### src/inc/port_wake_pkg.sv
// Purpose: Shared constants for the port edge interrupt and wake unit
// Assumes: 8-bit port, 11-bit program counter, 8-bit core registers
// Notes:   Selector codes are the values the core holds in its port
//          access selector when it writes the port configuration location
package port_wake_pkg;

  localparam int PORT_W = 8;
  localparam int PC_W = 11;
  localparam int DATA_W = 8;

  // Port access selector codes
  localparam logic [7:0] SEL_PENDING_XCHG = 8'h09;
  localparam logic [7:0] SEL_EDGE_POL = 8'h0A;
  localparam logic [7:0] SEL_WAKE_EN = 8'h0B;
  localparam logic [7:0] SEL_PIN_DIR = 8'h0F;

  // Values after reset
  localparam logic [7:0] WAKE_EN_RST = 8'hFF;
  localparam logic [7:0] EDGE_POL_RST = 8'hFF;
  localparam logic [7:0] PIN_DIR_RST = 8'hFF;
  // Pending is undefined to software; hardware needs some constant
  localparam logic [7:0] PENDING_RST = 8'h00;

  // Program counter targets
  localparam logic [10:0] IRQ_VECTOR = 11'h000;
  localparam logic [10:0] RESET_VECTOR = 11'h7FF;

  // Timer rollover detection
  localparam logic [7:0] RTC_MAX = 8'hFF;
  localparam logic [7:0] RTC_ZERO = 8'h00;

  // Page select bits 7:5 of the flags register
  localparam logic [7:0] PAGE_SEL_MASK = 8'hE0;

  // Interrupt sequencer states
  typedef enum logic [1:0] {
    ST_IDLE = 2'b00,
    ST_REQ = 2'b01,
    ST_SERVICE = 2'b10
  } irq_state_e;

endpackage

### src/verilog/pin_edge_sync.sv
// Purpose: Synchronise port pins and flag accepted rising and falling edges
// Assumes: Pins are asynchronous to i_sys_clk
// Notes:   A new level counts once the second and third stages agree
`timescale 1ns/1ps
`default_nettype none
module pin_edge_sync #(
  parameter int WIDTH = 8
) (
  input wire logic i_sys_clk,
  input wire logic i_sys_rst,
  input wire logic [WIDTH-1:0] i_pins,
  output logic [WIDTH-1:0] o_rise,
  output logic [WIDTH-1:0] o_fall
);

  ////////////////////////////////////////////////////////////////////////
  genvar gi;
  generate
    for (gi = 0; gi < WIDTH; gi++) begin : g_pin
      logic meta_q;
      logic s2_q;
      logic s3_q;
      logic level_q;
      // Stage one feeds stage two only, to keep metastability contained
      always_ff @(posedge i_sys_clk or posedge i_sys_rst) begin
        if (i_sys_rst) begin
          meta_q <= 1'b0;
          s2_q <= 1'b0;
          s3_q <= 1'b0;
        end else begin
          meta_q <= i_pins[gi];
          s2_q <= meta_q;
          s3_q <= s2_q;
        end
      end
      // Accepted level moves only on agreement, giving one-cycle edges
      always_ff @(posedge i_sys_clk or posedge i_sys_rst) begin
        if (i_sys_rst) begin
          level_q <= 1'b0;
          o_rise[gi] <= 1'b0;
          o_fall[gi] <= 1'b0;
        end else begin
          o_rise[gi] <= (s2_q == s3_q) && s3_q && !level_q;
          o_fall[gi] <= (s2_q == s3_q) && !s3_q && level_q;
          if (s2_q == s3_q) begin
            level_q <= s3_q;
          end
        end
      end
    end
  endgenerate

endmodule
`default_nettype wire

### src/verilog/port_edge_interrupt_wakeup_unit.sv
// Purpose: Port edge interrupts, timer rollover interrupt, wake from sleep
// Assumes: Core sequencer drives config writes, acknowledge and returns
//          as one-cycle pulses on i_sys_clk; pins are asynchronous
// Notes:   Context outputs are one-cycle load pulses with their values
`timescale 1ns/1ps
`default_nettype none

// Behaviour
// - Pending register content after reset is undefined; software clears it.
// - Write with selector 09 swaps accumulator and pending register.
// - Selector 0F writes direction, 0A polarity, 0B enable.
// - Timer rollover from FF to 00 raises internal interrupt.
// - Rollover interrupt gated by option enable bit; no pending flag.
// - Eight edge sources, one per pin, shared with wake logic.
// - Per-pin enable bit: zero enables, one disables.
// - Polarity one selects falling edge, zero selects rising edge.
// - Reset loads enable and polarity registers with FF.
// - Wake pending register doubles as interrupt pending register.
// - Equal priority; after acknowledge interrupts blocked until return.
// - Acknowledge pushes PC, saves bank select, flags and accumulator.
// - After saving flags, clear the three page select bits.
// - Interrupt stack is separate from the subroutine stack.
// - Acknowledge loads the program counter with vector zero.
// - Edge during service sets pending but raises no trigger.
// - Next external trigger only after its pending bit is cleared.
// - Return restores PC, bank, flags, accumulator; reenables interrupts.
// - Variant return also adds accumulator to the real-time counter.
// - Selected edge latches a one into the pin's pending bit.
// - Wake from power-down branches program counter to top address.
module port_edge_interrupt_wakeup_unit
  import port_wake_pkg::*;
#(
  parameter int PINS = port_wake_pkg::PORT_W
) (
  input wire logic i_sys_clk,
  input wire logic i_sys_rst,
  input wire logic [PINS-1:0] i_port_pins,
  input wire logic i_cfg_wr,
  input wire logic [port_wake_pkg::DATA_W-1:0] i_port_sel,
  input wire logic [port_wake_pkg::DATA_W-1:0] i_acc,
  input wire logic [port_wake_pkg::DATA_W-1:0] i_bank_sel,
  input wire logic [port_wake_pkg::DATA_W-1:0] i_flags,
  input wire logic [port_wake_pkg::PC_W-1:0] i_pc,
  input wire logic [port_wake_pkg::DATA_W-1:0] i_rtc_value,
  input wire logic i_rtc_irq_en,
  input wire logic i_sleep,
  input wire logic i_irq_ack,
  input wire logic i_irq_return,
  input wire logic i_irq_return_add_acc,
  output logic o_irq_req,
  output logic o_in_service,
  output logic o_pc_load,
  output logic [port_wake_pkg::PC_W-1:0] o_pc_value,
  output logic o_flags_load,
  output logic [port_wake_pkg::DATA_W-1:0] o_flags_value,
  output logic o_ctx_restore,
  output logic [port_wake_pkg::DATA_W-1:0] o_bank_value,
  output logic [port_wake_pkg::DATA_W-1:0] o_acc_value,
  output logic o_rtc_add,
  output logic [port_wake_pkg::DATA_W-1:0] o_rtc_add_value,
  output logic o_xchg_valid,
  output logic [PINS-1:0] o_xchg_data,
  output logic o_wake,
  output logic [PINS-1:0] o_pin_wake_pending,
  output logic [PINS-1:0] o_pin_wake_enable,
  output logic [PINS-1:0] o_pin_edge_polarity,
  output logic [PINS-1:0] o_pin_dir
);
  import port_wake_pkg::*;

  ////////////////////////////////////////////////////////////////////////
  // Declarations
  logic [PINS-1:0] rise;
  logic [PINS-1:0] fall;
  logic [PINS-1:0] edge_evt;
  logic [PINS-1:0] armed_evt;
  logic [PINS-1:0] pend_q;
  logic [PINS-1:0] en_n_q;
  logic [PINS-1:0] pol_q;
  logic [PINS-1:0] dir_q;
  logic [DATA_W-1:0] rtc_prev_q;
  logic rtc_roll;
  logic ext_trig;
  logic rtc_trig;
  logic any_ret;
  logic wr_xchg;
  logic [PC_W-1:0] stack_q;
  logic [DATA_W-1:0] bank_sh_q;
  logic [DATA_W-1:0] flags_sh_q;
  logic [DATA_W-1:0] acc_sh_q;
  irq_state_e state_q;

  ////////////////////////////////////////////////////////////////////////
  // Pin synchroniser and edge detect, one lane per pin
  pin_edge_sync #(
    .WIDTH(PINS)
  ) u_sync (
    .i_sys_clk(i_sys_clk),
    .i_sys_rst(i_sys_rst),
    .i_pins(i_port_pins),
    .o_rise(rise),
    .o_fall(fall)
  );

  // Polarity picks which edge counts; wake and interrupt share this
  assign edge_evt = (pol_q & fall) | (~pol_q & rise);
  // Only enabled pins whose bit is not already pending may trigger
  assign armed_evt = edge_evt & ~en_n_q & ~pend_q;
  assign wr_xchg = i_cfg_wr && (i_port_sel == SEL_PENDING_XCHG);
  assign any_ret = i_irq_return || i_irq_return_add_acc;
  // Rollover seen as FF on the previous cycle and 00 now
  assign rtc_roll = (rtc_prev_q == RTC_MAX) && (i_rtc_value == RTC_ZERO);
  assign rtc_trig = rtc_roll && i_rtc_irq_en;
  // Pin requests are not raised while asleep, the pin wakes the core instead; rollover requests still are
  assign ext_trig = (|armed_evt) && !i_sleep;

  ////////////////////////////////////////////////////////////////////////
  // Configuration registers written through the port location
  always_ff @(posedge i_sys_clk or posedge i_sys_rst) begin
    if (i_sys_rst) begin
      en_n_q <= WAKE_EN_RST[PINS-1:0];
      pol_q <= EDGE_POL_RST[PINS-1:0];
      dir_q <= PIN_DIR_RST[PINS-1:0];
    end else if (i_cfg_wr) begin
      case (i_port_sel)
        SEL_PIN_DIR: dir_q <= i_acc[PINS-1:0];
        SEL_EDGE_POL: pol_q <= i_acc[PINS-1:0];
        SEL_WAKE_EN: en_n_q <= i_acc[PINS-1:0];
        default: dir_q <= dir_q;
      endcase
    end
  end

  // Pending register; an edge in the swap cycle still lands (set wins)
  always_ff @(posedge i_sys_clk or posedge i_sys_rst) begin
    if (i_sys_rst) begin
      pend_q <= PENDING_RST[PINS-1:0];
    end else if (wr_xchg) begin
      pend_q <= i_acc[PINS-1:0] | edge_evt;
    end else begin
      pend_q <= pend_q | edge_evt;
    end
  end

  // Old pending value handed back to the accumulator on a swap
  always_ff @(posedge i_sys_clk or posedge i_sys_rst) begin
    if (i_sys_rst) begin
      o_xchg_valid <= 1'b0;
      o_xchg_data <= '0;
    end else begin
      o_xchg_valid <= wr_xchg;
      if (wr_xchg) begin
        o_xchg_data <= pend_q;
      end
    end
  end

  // Timer history for rollover detection; no pending bit is kept
  always_ff @(posedge i_sys_clk or posedge i_sys_rst) begin
    if (i_sys_rst) begin
      rtc_prev_q <= RTC_ZERO;
    end else begin
      rtc_prev_q <= i_rtc_value;
    end
  end

  ////////////////////////////////////////////////////////////////////////
  // Sequencer: one source at a time, blocked until return
  always_ff @(posedge i_sys_clk or posedge i_sys_rst) begin
    if (i_sys_rst) begin
      state_q <= ST_IDLE;
    end else begin
      case (state_q)
        ST_IDLE: begin
          if (ext_trig || rtc_trig) begin
            state_q <= ST_REQ;
          end
        end
        ST_REQ: begin
          if (i_irq_ack) begin
            state_q <= ST_SERVICE;
          end
        end
        ST_SERVICE: begin
          if (any_ret) begin
            state_q <= ST_IDLE;
          end
        end
        default: state_q <= ST_IDLE;
      endcase
    end
  end

  // Context save on acknowledge; own stack, not the call stack
  always_ff @(posedge i_sys_clk or posedge i_sys_rst) begin
    if (i_sys_rst) begin
      stack_q <= '0;
      bank_sh_q <= '0;
      flags_sh_q <= '0;
      acc_sh_q <= '0;
    end else if (state_q == ST_REQ && i_irq_ack) begin
      stack_q <= i_pc;
      bank_sh_q <= i_bank_sel;
      flags_sh_q <= i_flags;
      acc_sh_q <= i_acc;
    end
  end

  ////////////////////////////////////////////////////////////////////////
  // Core-facing pulses and values, all registered
  always_ff @(posedge i_sys_clk or posedge i_sys_rst) begin
    if (i_sys_rst) begin
      o_pc_load <= 1'b0;
      o_pc_value <= RESET_VECTOR;
      o_flags_load <= 1'b0;
      o_flags_value <= '0;
      o_ctx_restore <= 1'b0;
      o_bank_value <= '0;
      o_acc_value <= '0;
      o_rtc_add <= 1'b0;
      o_rtc_add_value <= '0;
      o_wake <= 1'b0;
    end else begin
      o_pc_load <= 1'b0;
      o_flags_load <= 1'b0;
      o_ctx_restore <= 1'b0;
      o_rtc_add <= 1'b0;
      o_wake <= 1'b0;
      if (i_sleep && (|(edge_evt & ~en_n_q))) begin
        o_wake <= 1'b1;
        o_pc_load <= 1'b1;
        o_pc_value <= RESET_VECTOR;
      end else if (state_q == ST_REQ && i_irq_ack) begin
        o_pc_load <= 1'b1;
        o_pc_value <= IRQ_VECTOR;
        o_flags_load <= 1'b1;
        o_flags_value <= i_flags & ~PAGE_SEL_MASK;
      end else if (state_q == ST_SERVICE && any_ret) begin
        o_pc_load <= 1'b1;
        o_pc_value <= stack_q;
        o_flags_load <= 1'b1;
        o_flags_value <= flags_sh_q;
        o_ctx_restore <= 1'b1;
        o_bank_value <= bank_sh_q;
        o_acc_value <= acc_sh_q;
        // Added value is the accumulator as it stood at the return
        o_rtc_add <= i_irq_return_add_acc;
        o_rtc_add_value <= i_acc;
      end
    end
  end

  // Status mirrors for the core
  always_ff @(posedge i_sys_clk or posedge i_sys_rst) begin
    if (i_sys_rst) begin
      o_irq_req <= 1'b0;
      o_in_service <= 1'b0;
      o_pin_wake_pending <= PENDING_RST[PINS-1:0];
      o_pin_wake_enable <= WAKE_EN_RST[PINS-1:0];
      o_pin_edge_polarity <= EDGE_POL_RST[PINS-1:0];
      o_pin_dir <= PIN_DIR_RST[PINS-1:0];
    end else begin
      o_irq_req <= (state_q == ST_IDLE && (ext_trig || rtc_trig)) ||
                   (state_q == ST_REQ && !i_irq_ack);
      o_in_service <= (state_q == ST_REQ && i_irq_ack) ||
                      (state_q == ST_SERVICE && !any_ret);
      o_pin_wake_pending <= pend_q;
      o_pin_wake_enable <= en_n_q;
      o_pin_edge_polarity <= pol_q;
      o_pin_dir <= dir_q;
    end
  end
endmodule
`default_nettype wire
### config.mk
export PLATFORM = sky130hd
export DESIGN_NAME = port_edge_interrupt_wakeup_unit
export DESIGN_NICKNAME = d
export VERILOG_FILES = /design/src/inc/port_wake_pkg.sv /design/src/verilog/pin_edge_sync.sv /design/src/verilog/port_edge_interrupt_wakeup_unit.sv
export SDC_FILE = /design/constraint.sdc
export NUM_CORES = 1
export LEC_CHECK = 0
export BUFFER_PORTS_ARGS = -buffer_cell sky130_fd_sc_hd__buf_2
export CAP_MARGIN = 0
export CORE_MARGIN = 3
export CORE_UTILIZATION = 44
export DETAILED_ROUTE_END_ITERATION = 8
export MAX_ROUTING_LAYER = met4
export PLACE_DENSITY_LB_ADDON = 0.25
export SKIP_LAST_GASP = 1
export SLEW_MARGIN = 20
export SYNTH_ARGS = -nofsm -noshare
export SYNTH_HDL_FRONTEND = slang
export SYNTH_SLANG_ARGS = --single-unit
### constraint.sdc
create_clock -name i_sys_clk -period 6.9 [get_ports i_sys_clk]
set_clock_uncertainty 0.2 [all_clocks]
set_input_delay 0.345 -clock i_sys_clk [delete_from_list [all_inputs] [get_ports i_sys_clk]]
set_output_delay 0.345 -clock i_sys_clk [all_outputs]
set_load 0.05 [all_outputs]
* Yosys cells after proc, flatten, opt, wreduce, memory -nomap -nowiden
Cells that the tools add are included.
** Storage, ports and cells
- Flip-flop bits (word level) :: 216
- Bits of input ports :: 67
- Output and inout port bits :: 91
- Word-level logic and storage cells :: 203
** Operators by class
- Eq/ne operators :: 18
- Mux-type cells :: 20
- Bitwise logic cells :: 12
- Reductions and logical operators :: 77
** Operators by type and width (number)
- $logic_and 1x1->1 :: 42
- $mux 11 :: 3
- $and 8x8->8 :: 4
- $eq 8x4->1 const B :: 4
- $mux 8 :: 3
- $not 8->8 :: 3
- $or 8x8->8 :: 3
- $logic_not 1->1 :: 19
- $reduce_or 8->1 :: 2
- $mux 1 :: 10
- $eq 1x1->1 :: 8
- $eq 8x8->1 const B :: 1
- $logic_not 8->1 :: 1
- $reduce_and 2->1 :: 4
- $mux 2 :: 3
- $ne 2x2->1 const B :: 3
- $pmux 2 s3 :: 1
- $reduce_and 3->1 :: 2
- $logic_or 1x1->1 :: 4
- $reduce_bool 3->1 :: 1
- $eq 2x1->1 const B :: 1
- $eq 2x2->1 const B :: 1
- $logic_not 2->1 :: 1
- $not 1->1 :: 2
- $reduce_bool 2->1 :: 1

* Logic depth before layout (Yosys ltp)
Gate-level depths: netlist of run 1.
- Depth in word-level cells :: 10
- Depth in mapped cells :: 7
- Gate-level depth less buffers :: 6

* Modules after synthesis
Synthesis of run 1 repeated with hierarchy kept, for this count alone.
** Second synthesis, totals
- Cells, all modules :: 552
- Area, all modules :: 7887.6 um^2
** Modules (own cells, without submodules)
- port_edge_interrupt_wakeup_unit :: times used 1, cells an instance 447, area an instance 6202.2 um^2, seq. area each 4277.9 um^2
- pin_edge_sync :: times used 1, cells an instance 105, area an instance 1685.4 um^2, seq. area each 1201.2 um^2

* Least setup slack after synthesis of run 1
OpenSTA, ideal clock, no wires.
- Path kind :: reg-to-reg
- From :: reg pol_q[6]
- To :: reg o_acc_value[2] (netlist bit)
- Library setup time :: 125 ps
- Data arrival time :: 2095 ps
- Data required time :: 6575 ps
- Slack :: 4480 ps
- Cell stages (with the launch flop) :: 8
- Path buffers :: 1
- Period minus slack after synthesis :: 2420 ps
- Cells stage by stage :: dfstp_2 -> mux2i_1 -> o22ai_1 -> o41ai_4 -> nand2_4 -> inv_6 -> buf_12 -> mux2_4
** On the way
- Cells in the longest elaborated chain, start to end :: 8
- Elaborated cells between the ends (all ways) :: 9
- Those cells by class :: bitwise: 6; reduce/logical: 3
** Ends and longest elaborated chain
- start: declaration :: RTL line port_edge_interrupt_wakeup_unit.sv:79 : logic [PINS-1:0] pol_q;
- start signal: assignment :: RTL line port_edge_interrupt_wakeup_unit.sv:122 : pol_q <= EDGE_POL_RST[PINS-1:0];
- start signal: assignment :: RTL line port_edge_interrupt_wakeup_unit.sv:127 : SEL_EDGE_POL: pol_q <= i_acc[PINS-1:0];
- $not 8->8 :: RTL line port_edge_interrupt_wakeup_unit.sv:106 : assign edge_evt = (pol_q & fall) | (~pol_q & rise);
- $and 8x8->8 :: RTL line port_edge_interrupt_wakeup_unit.sv:106
- $or 8x8->8 * :: RTL line port_edge_interrupt_wakeup_unit.sv:106
- $and 8x8->8 * :: RTL line port_edge_interrupt_wakeup_unit.sv:229 : if (i_sleep && (|(edge_evt & ~en_n_q))) begin
- $reduce_or 8->1 * :: RTL line port_edge_interrupt_wakeup_unit.sv:229
- $logic_and 1x1->1 * :: RTL line port_edge_interrupt_wakeup_unit.sv:229
- $not 1->1 (no source line) *
- $reduce_and 3->1 (no source line) *
- end signal: assignment :: RTL line port_edge_interrupt_wakeup_unit.sv:245 : o_acc_value <= acc_sh_q;
- end: declaration :: RTL line port_edge_interrupt_wakeup_unit.sv:58 : output logic [port_wake_pkg::DATA_W-1:0] o_acc_value,
Mark *: on every way between the ends. The rest lies on a longest branch, timed or not.
A chain may end at the register's enable or synchronous reset.

* Worst setup path in the final report of run 1
- From :: reg pol_q[0]
- To :: reg o_bank_value[6] (netlist bit)
** On the way
- Cells in the longest elaborated chain, start to end :: 8
- Elaborated cells between the ends (all ways) :: 9
- Those cells by class :: bitwise: 6; reduce/logical: 3
** Ends and longest elaborated chain
- $not 8->8 :: RTL line port_edge_interrupt_wakeup_unit.sv:106
- $and 8x8->8 :: RTL line port_edge_interrupt_wakeup_unit.sv:106
- $or 8x8->8 * :: RTL line port_edge_interrupt_wakeup_unit.sv:106
- $and 8x8->8 * :: RTL line port_edge_interrupt_wakeup_unit.sv:229
- $reduce_or 8->1 * :: RTL line port_edge_interrupt_wakeup_unit.sv:229
- $logic_and 1x1->1 * :: RTL line port_edge_interrupt_wakeup_unit.sv:229
- $not 1->1 (no source line) *
- $reduce_and 3->1 (no source line) *
- end signal: assignment :: RTL line port_edge_interrupt_wakeup_unit.sv:244 : o_bank_value <= bank_sh_q;
- end: declaration :: RTL line port_edge_interrupt_wakeup_unit.sv:57 : output logic [port_wake_pkg::DATA_W-1:0] o_bank_value,
Marked as above.

==> results of run 1 <==
routing by layer:
layer	GRT usage (%)	vias up	part of all wire [%]	wire length, um
li1	-	2312	-	-
met1	22.0	2520	43	7090
met2	29.3	124	49	8150
met3	3.99	24	5.7	932
met4	3.57	0	1.9	315
met5	-	-	0	0
layout by cell type, fill, tap and decap left out, drive strengths merged:
master / Yosys / layout
mux2: 61 / 61
nand4b: 1 / 1
a21oi: 1 / 1
and2: 8 / 8
bufinv: 0 / 2
or4b: 1 / 1
nor4: 3 / 3
o31ai: 2 / 2
clkinv: 0 / 4
nor3: 9 / 9
ha: 16 / 16
nor3b: 1 / 1
nand3b: 2 / 2
nand2b: 1 / 1
buf: 5 / 159
or4: 1 / 1
a221oi: 2 / 2
o41ai: 1 / 1
a22o: 3 / 3
dfrtp: 157 / 157
a21o: 1 / 1
nor2: 5 / 5
nand3: 1 / 1
nand2: 125 / 125
nor4b: 1 / 1
dlygate4sd3: 0 / 56
nand4: 1 / 1
or2: 1 / 1
dfstp: 59 / 59
nor2b: 8 / 8
o21ai: 20 / 20
inv: 22 / 23
o22ai: 4 / 4
mux2i: 27 / 27
or3: 1 / 1
clkbuf: 10 / 34
power by group through the flow:
| stage | registers, mW | logic (mW) | clock network (mW) |
|---|---|---|---|
| floorplan | 2.09 | 0.317 | 0 |
| global placement | 1.68 | 0.951 | 0 |
| detailed placement | 1.69 | 0.974 | 0 |
| CTS | 1.67 | 1.00 | 1.27 |
| global route | 1.70 | 1.06 | 1.32 |
| finish | 1.67 | 0.992 | 1.23 |
synth_stat cells (3+ instances only):
master	count
dfrtp_1	157
nand2_1	124
dfstp_2	59
mux2_2	45
mux2i_1	27
inv_1	21
o21ai_0	19
ha_1	16
mux2_4	16
clkbuf_1	10
nor3_1	9
and2_1	8
nor2b_1	8
nor2_1	5
o22ai_1	4
a22o_1	3
nor4_1	3
worst paths after layout:
check,end,cells after the start,startpoint
min in group asynchronous,u_sync.g_pin[7].meta_q,3,i_sys_rst
min reg2reg,u_sync.g_pin[7].s2_q,0,u_sync.g_pin[7].meta_q
max reg2reg,o_bank_value[6],6,pol_q[0]
max in group asynchronous,o_xchg_valid,4,i_sys_rst
max,o_bank_value[6],6,pol_q[0]
min,o_pc_value[8],3,i_sleep
area by class of cell:
class | instances | area (um^2)
multi-input combinational | 308 | 2200
fill | 1421 | 7210
clock buffer | 34 | 687
timing repair buffer | 215 | 1380
clock inverter | 7 | 88.8
sequential | 216 | 5480
tap | 225 | 282
inverter | 22 | 95.1
worst max-delay path, cell delays in order, from the launching register on:
cell	delay, ps
dfstp_2	550
mux2i_1	300
o22ai_1	180
o41ai_4	870
nand2_4	220
inv_6	290
mux2_2	380
cells by family (layout without fill, tap and decap cells):
| group | Yosys count | after routing | synth area share (%) |
|---|---|---|---|
| mux | 88 | 88 | 12.9 |
| simple gates | 170 | 170 | 9.51 |
| compound gates | 34 | 34 | 2.90 |
| flops | 216 | 216 | 69.7 |
| buf+inv | 37 | 278 | 2.37 |
| fa+ha+maj | 16 | 16 | 2.55 |
what timing repair did:
| action | in CTS | in global routing |
|---|---|---|
| hold buffers | 56 | 0 |
| endpoints found under the hold margin | 160 | 0 |
| setup buffers | 0 | 0 |
| setup endpoints to repair | 0 | 0 |
==> flow_summary.yaml, run 1 <==
logic_synthesis:
  ys_seq_area_share_pct: 69.7
  syn-instance-count: 561
  synth-edff-count: 0
  synth_nets: 644
  synth_top_cell_by_area: "dfrtp_1"
  synth_cell_types: 39
  mappedNetlistArea_um2: 7860
  ys_seq_elements: 216
  synth_area_leaders: "dfrtp_1 50%, dfstp_2 20%, mux2_2 6.4%"
  async_reset_ff_share_pct: 100
  netlist.area_leader.share_pct: 50.0
  yosys_warnings: 0
  synth.avg_cell_area_um2: 14.0
  ys.flop_type: "dfrtp_1"
final_layout:
  post-route-util_pct: 58.6
  largestRegisters: "o_pc_value x11, stack_q x11"
  final_cell_count_no_fill: 1027
  fin_nets: 869
  n_antenna_cell: 0
  syn2layout_area_growth_pct: 30.0
  drive_gt1_share_pct: 40.4
  design_area_um2: 10200
route:
  ant_nets: 0
  drc_errors: 0
  vias: 4980
  routedWlPerCell_um: 16.1
  vias_per_cell: 4.85
  wirelength_um: 16500
  drt-initial-drc-count: 195
  drt_first_pass_iters: 4
pwr:
  power_switching_mw: 1.30
  ir_worst_vdd_v: 0.000276
  internal_power_mw: 2.60
  total_power_mw: 3.90
  power_density_nw_per_um2: 382
  power_leakage_nw: 5.04
  seqPwrFrac_pct: 42.9
  p_clk_share_pct: 31.6
  p_comb_share_pct: 25.4
  p_sw_share_pct: 33.3
floorplan:
  num_io_pins: 158
  core_area_um2: 17400
  dieArea_um2: 19500
  die_w_um: 140
  placement_rows: 48
  initial_core_util_pct: 45.1
  die_h_um: 140
clocking:
  cts-htree-levels: 1
  cts_buffer_depth: 3
  cts.sinks: 216
  clk_pin_slew_ps: 60
  cts.repair.resized: 0
  cts_made_buffers: 23
  cts_tree: "built"
  clk_latency_ps: 490
  clockRootBuffer: "clkbuf_16"
timing:
  worstMarginPinSlew_ps: 998
  rsz0062_at_grt: "no"
  finalHoldViolations: 0
  maxSlewHeadroom_pct: 33.4
  slew_viol_final: 0
  layout_setup_ws_ps: 3780
  setup_viol: 0
  finalCritPeriodShare_pct: 45.2
  finalSetupTns_ps: 0
  hold_ws_ps: 71.7
  period_needed_ps: 3120
  max_freq_mhz: 321
worst_setup_path:
  worst_ep_arrival_time_ps: 3290
  startpoint_type: "flip-flop"
  path_max_fanout: 22
  reg2reg_slack_ps: 3780
  critPathCaptureType: "flip-flop"
  crit_required_ps: 7080
  criticalPathCategory: "reg2reg"
global_route:
  gr-usage-all-layers_pct: 17.4
  grt_pass1_wl_um: 26900
  overflow: 0
  grt_max_degree: 129
  antenna_found_initial: 0
  grt_pass1_vias: 5245
run_status:
  status: "complete, no violations"
placement:
  dp_slack_ps: 3780
  placed_area_um2: 8850
  hpwl_um: 10900
  globalplace.congestion: 0.813
  dp_cells: 929
  portBuffers: 157
flow_run:
  max-cap-violations: 0
hold_path:
  hp-class: "in2reg"
No activity file was read; power rests on OpenSTA's default activity.
==> run 2: changes to the inputs <==
clock period = 2.9 ns   (was 6.9 ns; I/O delays follow)
==> flow_summary.yaml, run 2 (same netlist as run 1, synthesis figures left out) <==
run_status:
  status: "complete, no violations"
route:
  vias_per_cell: 4.78
  routedWlPerCell_um: 16.1
  wirelength_um: 16800
  drt_first_pass_iters: 4
  drt-initial-drc-count: 192
  vias: 4959
  drc_errors: 0
  ant_nets: 0
pwr:
  total_power_mw: 9.43
  power_switching_mw: 3.15
  internal_power_mw: 6.28
  power_density_nw_per_um2: 913
  seqPwrFrac_pct: 42.3
  p_comb_share_pct: 25.2
  p_clk_share_pct: 32.5
  ir_worst_vdd_v: 0.000619
  p_sw_share_pct: 33.4
  power_leakage_nw: 5.09
timing:
  finalCritPeriodShare_pct: 91.7
  finalHoldViolations: 0
  max_freq_mhz: 376
  setup_viol: 0
  hold_ws_ps: 26.3
  slew_viol_final: 0
  rsz0062_at_grt: "no"
  worstMarginPinSlew_ps: 838
  period_needed_ps: 2660
  maxSlewHeadroom_pct: 44.1
global_route:
  grt_pass1_wl_um: 27600
  grt_max_degree: 160
  grt_pass1_vias: 5372
  antenna_found_initial: 0
  gr-usage-all-layers_pct: 17.9
  overflow: 0
final_layout:
  fin_nets: 879
  largestRegisters: "o_pc_value x11, stack_q x11"
  final_cell_mix: "157 x dfrtp_1, 157 x buf_2, 124 x nand2_1"
  fill_cells: 1364
  syn2layout_area_growth_pct: 31.4
  n_antenna_cell: 0
  drive_gt1_share_pct: 41.1
placement:
  globalplace.congestion: 0.814
  portBuffers: 157
  hpwl_um: 11000
floorplan:
  dieArea_um2: 19500
  die_w_um: 140
  initial_core_util_pct: 45.1
  die_h_um: 140
  num_io_pins: 158
  core_area_um2: 17400
  placement_rows: 48
worst_setup_path:
  startpoint_type: "flip-flop"
  path_max_fanout: 22
  worst_ep_arrival_time_ps: 2840
  criticalPathCategory: "reg2reg"
  critPathCaptureType: "flip-flop"
  crit_required_ps: 3080
flow_run:
  max-cap-violations: 0
clocking:
  cts_tree: "built"
  clockRootBuffer: "clkbuf_16"
  cts_buffer_depth: 3
  cts_made_buffers: 23
  cts-htree-levels: 1
  post_cts_buffers: 0
  clk_pin_slew_ps: 70
  cts.sinks: 216
  cts.repair.resized: 0
  clk_latency_ps: 500
hold_path:
  hp-class: "in2reg"
==> run 2: changes by cell type in the layout (fill, tap and decap cells not counted), sizes merged <==
cell | before | now
clkinvlp | 0 | 4
buf | 159 | 164
clkbuf | 34 | 26
inv | 23 | 22
clkinv | 4 | 8
bufinv | 2 | 4
dlygate4sd3 | 56 | 61
==> run 2: power groups by stage <==
stage                     combinational, mW  sequential, mW  clock (mW)
after floorplan                       0.756            4.97           0
after global placement                 2.27            4.00           0
after detailed placement               2.33            4.02           0
after CTS                              2.41            3.98        3.16
after global routing                   2.56            4.05        3.31
final                                  2.38            3.99        3.07
==> run 2: final cells by class <==
class                      count  area (um^2)  share of cell area [%]
clock buffer                  26          617                    5.97
timing repair buffer         225         1460                    14.2
tap                          225          282                    2.73
sequential                   216         5480                    53.1
inverter                      22         91.3                   0.884
multi-input combinational    308         2200                    21.3
clock inverter                16          195                    1.89
==> run 2: final timing paths <==
kind | slack [ps] | cells past startpoint | from | end
max | 240 | 6 | pol_q[0] | o_bank_value[6]
min | 30 | 4 | i_port_sel[1] | o_xchg_valid
max reg2reg | 240 | 6 | pol_q[0] | o_bank_value[6]
min reg2reg | 150 | 0 | u_sync.g_pin[1].meta_q | u_sync.g_pin[1].s2_q
max in group asynchronous | 1640 | 4 | i_sys_rst | stack_q[2]
min in group asynchronous | 220 | 4 | i_sys_rst | o_xchg_data[3]
==> run 2: per-stage QoR <==
stage	instances	util, %	setup TNS, ps	setup WS (ps)	area (um^2)
floorplan	561	-	-32810	-209	7860
global placement	935	51.1	0	323	8900
detailed placement	935	51.1	0	215	8900
CTS	1038	59.3	0	192	10300
global route	1038	59.3	0	94.8	10300
finish	1038	59.3	0	240	10300
==> run 2: what timing repair did <==
item                       in CTS  in global routing
setup endpoints to repair       0                  0
hold endpoints to repair      270                  0
hold buffers                   61                  0
==> run 2: critical path, stage by stage (launching register included) <==
cell     delay [ps]
dfstp_2         550
mux2i_1         290
o22ai_1         170
o41ai_4         490
nand2_4         180
inv_6           270
mux2_2          380
==> run 2: per-layer routing <==
metal	vias up	GRT usage (%)	share of wire (%)
met5	-	-	0
met3	24	4.12	5.1
met2	114	29.7	50
li1	2330	-	-
met4	0	4.69	1.8
met1	2491	22.5	43
